`config.mk`:
```
export PLATFORM = sky130hd
export DESIGN_NAME = wdw_top
export DESIGN_NICKNAME = d
export VERILOG_FILES = /design/src/rtl/wdw_pkg.sv /design/src/rtl/wdw_sync.sv /design/src/rtl/wdw_top.sv
export SDC_FILE = /design/constraint.sdc
export NUM_CORES = 1
export LEC_CHECK = 0
export CORE_MARGIN = 5
export CORE_UTILIZATION = 53
export DETAILED_ROUTE_END_ITERATION = 8
export DONT_BUFFER_PORTS = 1
export GPL_TIMING_DRIVEN = 0
export PLACE_DENSITY = 0.75
export SLEW_MARGIN = 0
export SYNTH_ARGS = -nofsm -noshare
export SYNTH_HDL_FRONTEND = slang
export SYNTH_SLANG_ARGS = --single-unit
```
`constraint.sdc`:
```
create_clock -name clk -period 6.75 [get_ports clk]
set_clock_uncertainty 0.15 [all_clocks]
set_input_delay 0.675 -clock clk [delete_from_list [all_inputs] [get_ports clk]]
set_output_delay 0.675 -clock clk [all_outputs]
set_load 0.02 [all_outputs]
```
`src/rtl/wdw_pkg.sv`:
```
package wdw_pkg;

  // ----------------------------------------------------------------
  // bus and register map
  // ----------------------------------------------------------------
  localparam int          WDW_ADDR_W         = 16;
  localparam int          WDW_DATA_W         = 32;
  // register indices; the byte address is four times the index
  localparam logic [13:0] WDW_IDX_WDT_CTRL   = 14'h0ECE;
  localparam logic [13:0] WDW_IDX_PWR_FLAGS  = 14'h0FD7;
  localparam logic [13:0] WDW_IDX_IRQ_STATUS = 14'h0001;
  localparam logic [13:0] WDW_IDX_IRQ_MASK   = 14'h0002;

  // ----------------------------------------------------------------
  // field positions
  // ----------------------------------------------------------------
  localparam int WDW_CS_LSB   = 4;
  localparam int WDW_CS_MSB   = 6;
  localparam int WDW_WIN_LSB  = 0;
  localparam int WDW_WIN_MSB  = 2;
  localparam int WDW_BIT_OVF  = 7;
  localparam int WDW_BIT_UNF  = 6;
  localparam int WDW_BIT_WV   = 5;
  localparam int WDW_BIT_TO   = 4;
  localparam int WDW_BIT_PIN  = 3;
  localparam int WDW_FLAG_LSB = 3;

  // ----------------------------------------------------------------
  // codes and reset values
  // ----------------------------------------------------------------
  localparam logic [2:0] WDW_CS_LOW_OSC  = 3'h0;
  localparam logic [2:0] WDW_CS_MID_OSC  = 3'h1;
  localparam logic [2:0] WDW_FUSE_OPEN   = 3'h7;
  localparam logic [2:0] WDW_WIN_FULL    = 3'h7;
  localparam logic [2:0] WDW_CS_RST      = 3'h0;
  localparam logic [2:0] WDW_WIN_RST     = 3'h7;
  localparam logic [4:0] WDW_FLAGS_POR   = 5'h07;
  localparam logic [7:0] WDW_IRQ_RST     = 8'h00;

  // ----------------------------------------------------------------
  // timing
  // ----------------------------------------------------------------
  localparam logic [15:0] WDW_PERIOD_TICKS = 16'h0400;
  localparam logic [15:0] WDW_EIGHTH_TICKS = WDW_PERIOD_TICKS >> 3;
  localparam logic [1:0]  WDW_FUSE_WAIT    = 2'h2;
  localparam int          WDW_SYNC_W       = 9;

  typedef enum logic [2:0] {
    WDW_ST_INIT = 3'b001,
    WDW_ST_RUN  = 3'b010,
    WDW_ST_TRIP = 3'b100
  } wdw_state_e;

endpackage

```
`src/rtl/wdw_sync.sv`:
```
`timescale 1ns/100ps
`default_nettype none

module wdw_sync #(
  parameter int WIDTH = 1
) (
  input  wire logic             clk,
  input  wire logic             resetn,
  input  wire logic             clk_en,
  input  wire logic [WIDTH-1:0] async_in,
  output var  logic [WIDTH-1:0] sync_out
);

  logic [WIDTH-1:0] meta_r;

  // ----------------------------------------------------------------
  // two flops per bit; the first is read only by the second
  // ----------------------------------------------------------------
  genvar gi;
  generate
    for (gi = 0; gi < WIDTH; gi++) begin : g_bit
      always_ff @(posedge clk or negedge resetn) begin
        if (!resetn) begin
          meta_r[gi]   <= 1'b0;
          sync_out[gi] <= 1'b0;
        end else if (clk_en) begin
          meta_r[gi]   <= async_in[gi];
          sync_out[gi] <= meta_r[gi];
        end
      end
    end
  endgenerate

endmodule

`default_nettype wire

```
`src/rtl/wdw_top.sv`:
```
// Chosen here: the APB interface to the registers.
`timescale 1ns/100ps
`default_nettype none

module wdw_top
  import wdw_pkg::*;
(
  input  wire logic                  clk,
  input  wire logic                  resetn,
  input  wire logic                  clk_en,
  input  wire logic                  psel,
  input  wire logic                  penable,
  input  wire logic                  pwrite,
  input  wire logic [WDW_ADDR_W-1:0] paddr,
  input  wire logic [WDW_DATA_W-1:0] pwdata,
  output var  logic                  pready,
  output var  logic [WDW_DATA_W-1:0] prdata,
  output var  logic                  pslverr,
  input  wire logic                  low_freq_oscillator,
  input  wire logic                  mid_freq_oscillator,
  input  wire logic                  ext_reset_pin_n,
  input  wire logic [2:0]            fuse_clock_select,
  input  wire logic [2:0]            fuse_window_select,
  input  wire logic                  stack_overflow_evt,
  input  wire logic                  stack_underflow_evt,
  input  wire logic                  watchdog_clear_instruction,
  output var  logic                  device_reset_req,
  output var  logic                  irq
);

  // ----------------------------------------------------------------
  // pin synchronisers
  // ----------------------------------------------------------------
  logic [WDW_SYNC_W-1:0] sync_q;
  logic                  lfo_s;
  logic                  mfo_s;
  logic                  pin_s;
  logic [2:0]            fcs_s;
  logic [2:0]            fwin_s;

  wdw_sync #(
    .WIDTH    (WDW_SYNC_W)
  ) u_sync (
    .clk      (clk),
    .resetn   (resetn),
    .clk_en   (clk_en),
    .async_in ({low_freq_oscillator, mid_freq_oscillator, ext_reset_pin_n,
                fuse_clock_select, fuse_window_select}),
    .sync_out (sync_q)
  );

  assign lfo_s  = sync_q[8];
  assign mfo_s  = sync_q[7];
  assign pin_s  = sync_q[6];
  assign fcs_s  = sync_q[5:3];
  assign fwin_s = sync_q[2:0];

  // ----------------------------------------------------------------
  // state
  // ----------------------------------------------------------------
  wdw_state_e  state_r;
  wdw_state_e  state_nxt;
  logic [1:0]  init_cnt_r;
  logic [15:0] count_r;
  logic [15:0] count_nxt;
  logic [2:0]  cs_r;
  logic [2:0]  win_r;
  logic [4:0]  flags_r;
  logic [4:0]  flags_nxt;
  logic [7:0]  stat_r;
  logic [7:0]  stat_nxt;
  logic [7:0]  mask_r;
  logic [7:0]  mask_nxt;
  logic        lfo_q_r;
  logic        mfo_q_r;
  logic        pin_q_r;
  logic        pin_seen_r;

  // ----------------------------------------------------------------
  // oscillator tick selection and pin reset detect
  // ----------------------------------------------------------------
  logic lfo_tick;
  logic mfo_tick;
  logic tick_sel;
  logic pin_evt;

  assign lfo_tick = lfo_s & ~lfo_q_r;
  assign mfo_tick = mfo_s & ~mfo_q_r;
  // reserved select codes stop the watchdog clock rather than guess
  assign tick_sel = (cs_r == WDW_CS_LOW_OSC) ? lfo_tick :
                    (cs_r == WDW_CS_MID_OSC) ? mfo_tick : 1'b0;
  // pin_seen_r masks the fake edge while the synchroniser fills
  assign pin_evt  = pin_seen_r & pin_q_r & ~pin_s;

  always_ff @(posedge clk or negedge resetn) begin
    if (!resetn) begin
      lfo_q_r    <= 1'b0;
      mfo_q_r    <= 1'b0;
      pin_q_r    <= 1'b0;
      pin_seen_r <= 1'b0;
    end else if (clk_en) begin
      lfo_q_r    <= lfo_s;
      mfo_q_r    <= mfo_s;
      pin_q_r    <= pin_s;
      pin_seen_r <= pin_seen_r | (state_r != WDW_ST_INIT);
    end
  end

  // ----------------------------------------------------------------
  // window and time-out decode
  // ----------------------------------------------------------------
  logic        run;
  logic [15:0] closed_limit;
  logic        closed;
  logic        clr_ok;
  logic        viol_evt;
  logic        to_evt;
  logic        reload;

  assign run          = (state_r == WDW_ST_RUN);
  // closed share is (7 - code) eighths of the period
  assign closed_limit = 16'(WDW_EIGHTH_TICKS * {13'h0000, WDW_WIN_FULL - win_r});
  assign closed       = (win_r != WDW_WIN_FULL) && (count_r < closed_limit);
  assign clr_ok       = run & watchdog_clear_instruction & ~closed;
  assign viol_evt     = run & watchdog_clear_instruction & closed;
  assign to_evt       = run & ~watchdog_clear_instruction & tick_sel &
                        (count_r == WDW_PERIOD_TICKS - 16'h0001);
  assign reload       = (state_r == WDW_ST_TRIP) ||
                        ((state_r == WDW_ST_INIT) && (init_cnt_r == WDW_FUSE_WAIT));

  always_comb begin
    state_nxt = state_r;
    count_nxt = count_r;
    case (state_r)
      WDW_ST_INIT: begin
        count_nxt = 16'h0000;
        if (init_cnt_r == WDW_FUSE_WAIT) begin
          state_nxt = WDW_ST_RUN;
        end
      end
      WDW_ST_RUN: begin
        if (viol_evt || to_evt || pin_evt) begin
          state_nxt = WDW_ST_TRIP;
          count_nxt = 16'h0000;
        end else if (clr_ok) begin
          count_nxt = 16'h0000;
        end else if (tick_sel) begin
          count_nxt = count_r + 16'h0001;
        end
      end
      WDW_ST_TRIP: begin
        state_nxt = WDW_ST_RUN;
        count_nxt = 16'h0000;
      end
      default: begin
        state_nxt = WDW_ST_INIT;
        count_nxt = 16'h0000;
      end
    endcase
  end

  always_ff @(posedge clk or negedge resetn) begin
    if (!resetn) begin
      state_r          <= WDW_ST_INIT;
      count_r          <= 16'h0000;
      init_cnt_r       <= 2'h0;
      device_reset_req <= 1'b0;
    end else if (clk_en) begin
      state_r          <= state_nxt;
      count_r          <= count_nxt;
      init_cnt_r       <= (init_cnt_r == WDW_FUSE_WAIT) ? init_cnt_r : init_cnt_r + 2'h1;
      device_reset_req <= viol_evt | to_evt;
    end
  end

  // ----------------------------------------------------------------
  // apb slave, one wait state on every access
  // ----------------------------------------------------------------
  logic        access;
  logic        commit;
  logic        sel_ctrl;
  logic        sel_flags;
  logic        sel_stat;
  logic        sel_mask;
  logic        mapped;
  logic        wr_ctrl;
  logic        wr_flags;
  logic        wr_stat;
  logic        wr_mask;
  logic [7:0]  rd_byte;

  assign access    = psel & penable;
  assign commit    = access & pready;
  assign sel_ctrl  = (paddr[15:2] == WDW_IDX_WDT_CTRL);
  assign sel_flags = (paddr[15:2] == WDW_IDX_PWR_FLAGS);
  assign sel_stat  = (paddr[15:2] == WDW_IDX_IRQ_STATUS);
  assign sel_mask  = (paddr[15:2] == WDW_IDX_IRQ_MASK);
  assign mapped    = sel_ctrl | sel_flags | sel_stat | sel_mask;
  assign wr_ctrl   = commit & pwrite & sel_ctrl;
  assign wr_flags  = commit & pwrite & sel_flags;
  assign wr_stat   = commit & pwrite & sel_stat;
  assign wr_mask   = commit & pwrite & sel_mask;
  assign rd_byte   = sel_ctrl  ? {1'b0, cs_r, 1'b0, win_r} :
                     sel_flags ? {flags_r, 3'h0} :
                     sel_stat  ? stat_r :
                     sel_mask  ? mask_r : 8'h00;

  always_ff @(posedge clk or negedge resetn) begin
    if (!resetn) begin
      pready  <= 1'b0;
      prdata  <= 32'h00000000;
      pslverr <= 1'b0;
    end else if (clk_en) begin
      pready  <= access & ~pready;
      prdata  <= (access & ~pready & ~pwrite) ? {24'h000000, rd_byte} : 32'h00000000;
      pslverr <= access & ~pready & ~mapped;
    end
  end

  // ----------------------------------------------------------------
  // watchdog control fields
  // ----------------------------------------------------------------
  // a device reset reloads the fields; the reload beats a racing write
  always_ff @(posedge clk or negedge resetn) begin
    if (!resetn) begin
      cs_r  <= WDW_CS_RST;
      win_r <= WDW_WIN_RST;
    end else if (clk_en) begin
      if (reload) begin
        cs_r  <= (fcs_s == WDW_FUSE_OPEN) ? WDW_CS_RST : fcs_s;
        win_r <= fwin_s;
      end else if (wr_ctrl) begin
        if (fcs_s == WDW_FUSE_OPEN) begin
          cs_r <= pwdata[WDW_CS_MSB:WDW_CS_LSB];
        end
        if (fwin_s == WDW_FUSE_OPEN) begin
          win_r <= pwdata[WDW_WIN_MSB:WDW_WIN_LSB];
        end
      end
    end
  end

  // ----------------------------------------------------------------
  // reset cause flags; hardware events beat a racing firmware write
  // ----------------------------------------------------------------
  always_comb begin
    flags_nxt = wr_flags ? pwdata[7:WDW_FLAG_LSB] : flags_r;
    if (stack_overflow_evt) begin
      flags_nxt[WDW_BIT_OVF-WDW_FLAG_LSB] = 1'b1;
    end
    if (stack_underflow_evt) begin
      flags_nxt[WDW_BIT_UNF-WDW_FLAG_LSB] = 1'b1;
    end
    if (viol_evt) begin
      flags_nxt[WDW_BIT_WV-WDW_FLAG_LSB] = 1'b0;
    end
    if (to_evt) begin
      flags_nxt[WDW_BIT_TO-WDW_FLAG_LSB] = 1'b0;
    end
    if (pin_evt) begin
      flags_nxt[WDW_BIT_PIN-WDW_FLAG_LSB] = 1'b0;
    end
  end

  // only power-on reset loads WDW_FLAGS_POR; window, time-out and pin resets clear their own cause flag, stack overflow and underflow set theirs
  always_ff @(posedge clk or negedge resetn) begin
    if (!resetn) begin
      flags_r <= WDW_FLAGS_POR;
    end else if (clk_en) begin
      flags_r <= flags_nxt;
    end
  end

  // ----------------------------------------------------------------
  // interrupt status and mask, same bit layout as the flags
  // ----------------------------------------------------------------
  logic [7:0] ev_vec;

  assign ev_vec   = {stack_overflow_evt, stack_underflow_evt, viol_evt, to_evt, pin_evt,
                     3'h0};
  assign stat_nxt = (stat_r & ~(wr_stat ? pwdata[7:0] : 8'h00)) | ev_vec;
  assign mask_nxt = wr_mask ? (pwdata[7:0] & 8'hF8) : mask_r;

  always_ff @(posedge clk or negedge resetn) begin
    if (!resetn) begin
      stat_r <= WDW_IRQ_RST;
      mask_r <= WDW_IRQ_RST;
      irq    <= 1'b0;
    end else if (clk_en) begin
      stat_r <= stat_nxt;
      mask_r <= mask_nxt;
      irq    <= |(stat_nxt & mask_nxt);
    end
  end
endmodule

`default_nettype wire

```
==> results.sh <==
export IMPL_status="finished clean"
export IMPL_relSlewSlack=0.3748
export IMPL_core_area_um2=8093
export IMPL_cts_resized=0
export IMPL_cts_tree="yes"
export IMPL_vias=3282
export IMPL_yosys_top_cells_area="dfrtp_1 43%, mux2_2 8.6%, buf_4 4.3%, dfstp_2 4.2%, nand2_1 3.5%"
export IMPL_start_kind="input port"
export IMPL_n_antenna_cell=0
export IMPL_seq_area_frac_synth=0.4761
export IMPL_period_needed_ns=2.598
export IMPL_slew_violations=0
export IMPL_arrival_ns=2.69
export IMPL_dp_cells=544
export IMPL_yosysWarnings=0
export IMPL_setup_tns_ns=0
export IMPL_syn_area_um2=4328
export IMPL_vias_per_cell=5.829
export IMPL_yosys_area_share_simple=0.1847
export IMPL_ys_types=62
export IMPL_netlist_instances=416
export IMPL_grt_start_max_net_pins=76
export IMPL_clk_latency_ns=0.35
export IMPL_grt_pass1_wl_mm=16.37
export IMPL_hold_viol_final=0
export IMPL_cts_setup_buffers=0
export IMPL_dp_hpwl_mm=7.239
export IMPL_end_kind="flop"
export IMPL_worst_slack_ns=4.152
export IMPL_rsz0062_at_grt="no"
export IMPL_wl_per_cell_um=17.81
export IMPL_total_power_mw=1.201
export IMPL_finalCritPeriodShare=0.3848
export IMPL_hp_class="input port to asynchronous set/reset pin"
export IMPL_layout_drive_gt1_share=0.2162
export IMPL_ys_ff_latch=82
export IMPL_path_max_fanout=9
export IMPL_rows=33
export IMPL_synth_top_family_by_area="simple AND/OR/NAND/NOR gates"
export IMPL_power_density_nw_per_um2=250.0
export IMPL_worstSetupPathType="input port to flop"
export IMPL_fin_nets=523
export IMPL_yosys_mux_area_fraction=0.1044
export IMPL_r2r_end="count_r[9]$_DFFE_PN0P_"
export IMPL_antenna_found_initial=0
export IMPL_reg2reg_slack_ns=4.21
export IMPL_placed_cell_area_um2=4546
export IMPL_setup_viol=0
export IMPL_clk_pin_slew_ns=0.09
export IMPL_dieArea_um2=10070
export IMPL_cts_root_buffer="clkbuf_8"
export IMPL_drtIter0Drc=215
export IMPL_grt_usage=0.2064
export IMPL_synth_top_area_cell="dfrtp_1"
export IMPL_die_width_um=100.4
export IMPL_gp_congestion=0.8649
export IMPL_reg2reg_depth=7
export IMPL_maxCapViolCount=0
export IMPL_clock_sinks=82
export IMPL_final_cell_area_um2=4803
export IMPL_final_antenna_net_count=0
export IMPL_clockBufferDepth=2
export IMPL_dr_pass1_iters=5
export IMPL_yosysMostFrequentCell="dfrtp_1"
export IMPL_cts_max_level=3
export IMPL_initial_core_util=0.5348
export IMPL_syn_to_final_growth_pct=10.99
export IMPL_final_cells=563
export IMPL_numPortBuffers=0
export IMPL_synth_compound_area_share=0.1425
export IMPL_postCtsHoldBufs=2
export IMPL_synthAdderAreaFrac=0.01156
export IMPL_numCtsBuffers=9
export IMPL_drc_errors=0
export IMPL_synth_top_area_share=0.4337
export IMPL_fillers=678
export IMPL_async_flop_share=1.000
export IMPL_leakagePower_nw=2.061
export IMPL_synth_xor_area_frac=0.01417
export IMPL_yosys_top_cells_count="75 x dfrtp_1, 40 x nand2_1, 33 x mux2_2, 26 x nor2_1, 25 x buf_4"
export IMPL_gr_total_overflow=0
export IMPL_worstMarginPinSlew_ns=0.9300
export IMPL_place_ws_ns=3.838
export IMPL_io_pins=102
export IMPL_fmax_mhz=385.0
export IMPL_grt_pass1_vias=3195
export IMPL_avgSynthCellArea_um2=10.40
export IMPL_worstPathRequired_ns=6.84
export IMPL_multiInputGateArea_um2=2069
export IMPL_synth_ff_type="dfrtp_1"
export IMPL_seqCellArea_um2=2061
export IMPL_r2r_start="count_r[0]$_DFFE_PN0P_"
export IMPL_die_y_um=100.4
export IMPL_synth_edf_count=0
export IMPL_ir_worst_vdd_uv=196.6
export IMPL_routed_wl_mm=10.03
-- worst max path at each step --
stage | startpoint | endpoint | slack (ns) | cells past startpoint
global route | count_r[0]$_DFFE_PN0P_ | count_r[3]$_DFFE_PN0P_ | 3.97 | 7
CTS | clk_en | stat_r[4]$_DFFE_PN0P_ | 4.19 | 5
floorplan | paddr[4] | irq$_DFFE_PN0P_ | 4.45 | 8
finish | clk_en | stat_r[4]$_DFFE_PN0P_ | 4.15 | 5
global placement | clk_en | stat_r[4]$_DFFE_PN0P_ | 3.85 | 5
detailed placement | clk_en | stat_r[4]$_DFFE_PN0P_ | 3.84 | 5
-- state kept, by name (all words and copies together) (netlist names), 2 cells and up --
register,flops
u_sync.meta_r,9
init_cnt_r,2
flags_r,5
win_r,3
u_sync.sync_out,9
cs_r,3
mask_r,8
stat_r,8
count_r,16
prdata,8
state_r,3
-- critical path, stage by stage --
cell and delay [ns]:
clkbuf_1 0.47, inv_1 0.31, nor4_2 0.88, nand2_1 0.13, a22o_1 0.21
-- routing by layer --
metal	vias to the layer above	track usage	part of all wire
li1	1547	-	-
met1	1586	0.2849	0.43
met2	137	0.3242	0.47
met3	12	0.05003	0.090
met4	0	0.06218	0.011
met5	-	0	0
-- where the power goes --
part	leakage (nW)	switching (mW)	internal, mW	total (mW)
clock	0.104	0.195	0.179	0.373
combinational	0.933	0.113	0.101	0.213
sequential	1.02	0.0596	0.555	0.614
-- cells in the final DEF (no fill, tap or decap), types with 9 or more instances in the layout --
master,synthesis,routed
clkbuf_8,0,9
conb_1,1,24
mux2_2,33,33
nor2_1,26,26
inv_1,9,9
buf_4,25,25
nand3_1,19,19
o21ai_0,19,19
dfrtp_1,75,75
nand2_1,40,40
a21oi_1,13,13
-- per-stage QoR --
step	hold WS [ns]	utilization
floorplan	0.2294	-
global placement	0.2333	0.5617
detailed placement	0.2321	0.5617
CTS	0.003211	0.5923
global route	0.07063	0.5935
finish	0.06720	0.5935
-- cell type report --
| cell class | instances | share of cell area |
|---|---|---|
| multi-input combinational | 311 | 0.4308 |
| sequential | 82 | 0.4290 |
| buffer | 37 | 0.05210 |
| tap | 105 | 0.02735 |
| clock buffer | 9 | 0.02579 |
| clock inverter | 7 | 0.01797 |
| timing repair buffer | 3 | 0.009898 |
| inverter | 9 | 0.007033 |
-- cells by family (layout without fill, tap and decap cells) --
logic type | count (synthesis) | count (layout)
XOR/XNOR | 7 | 7
adder cells (fa/ha/maj) | 4 | 4
flip-flops | 82 | 82
AND/OR/NAND/NOR | 147 | 147
multiplexers | 41 | 41
AO/OA/AOI/OAI | 88 | 88
buffers and inverters | 46 | 65
other | 1 | 24
Note: power is estimated with default switching activity, not from simulation.
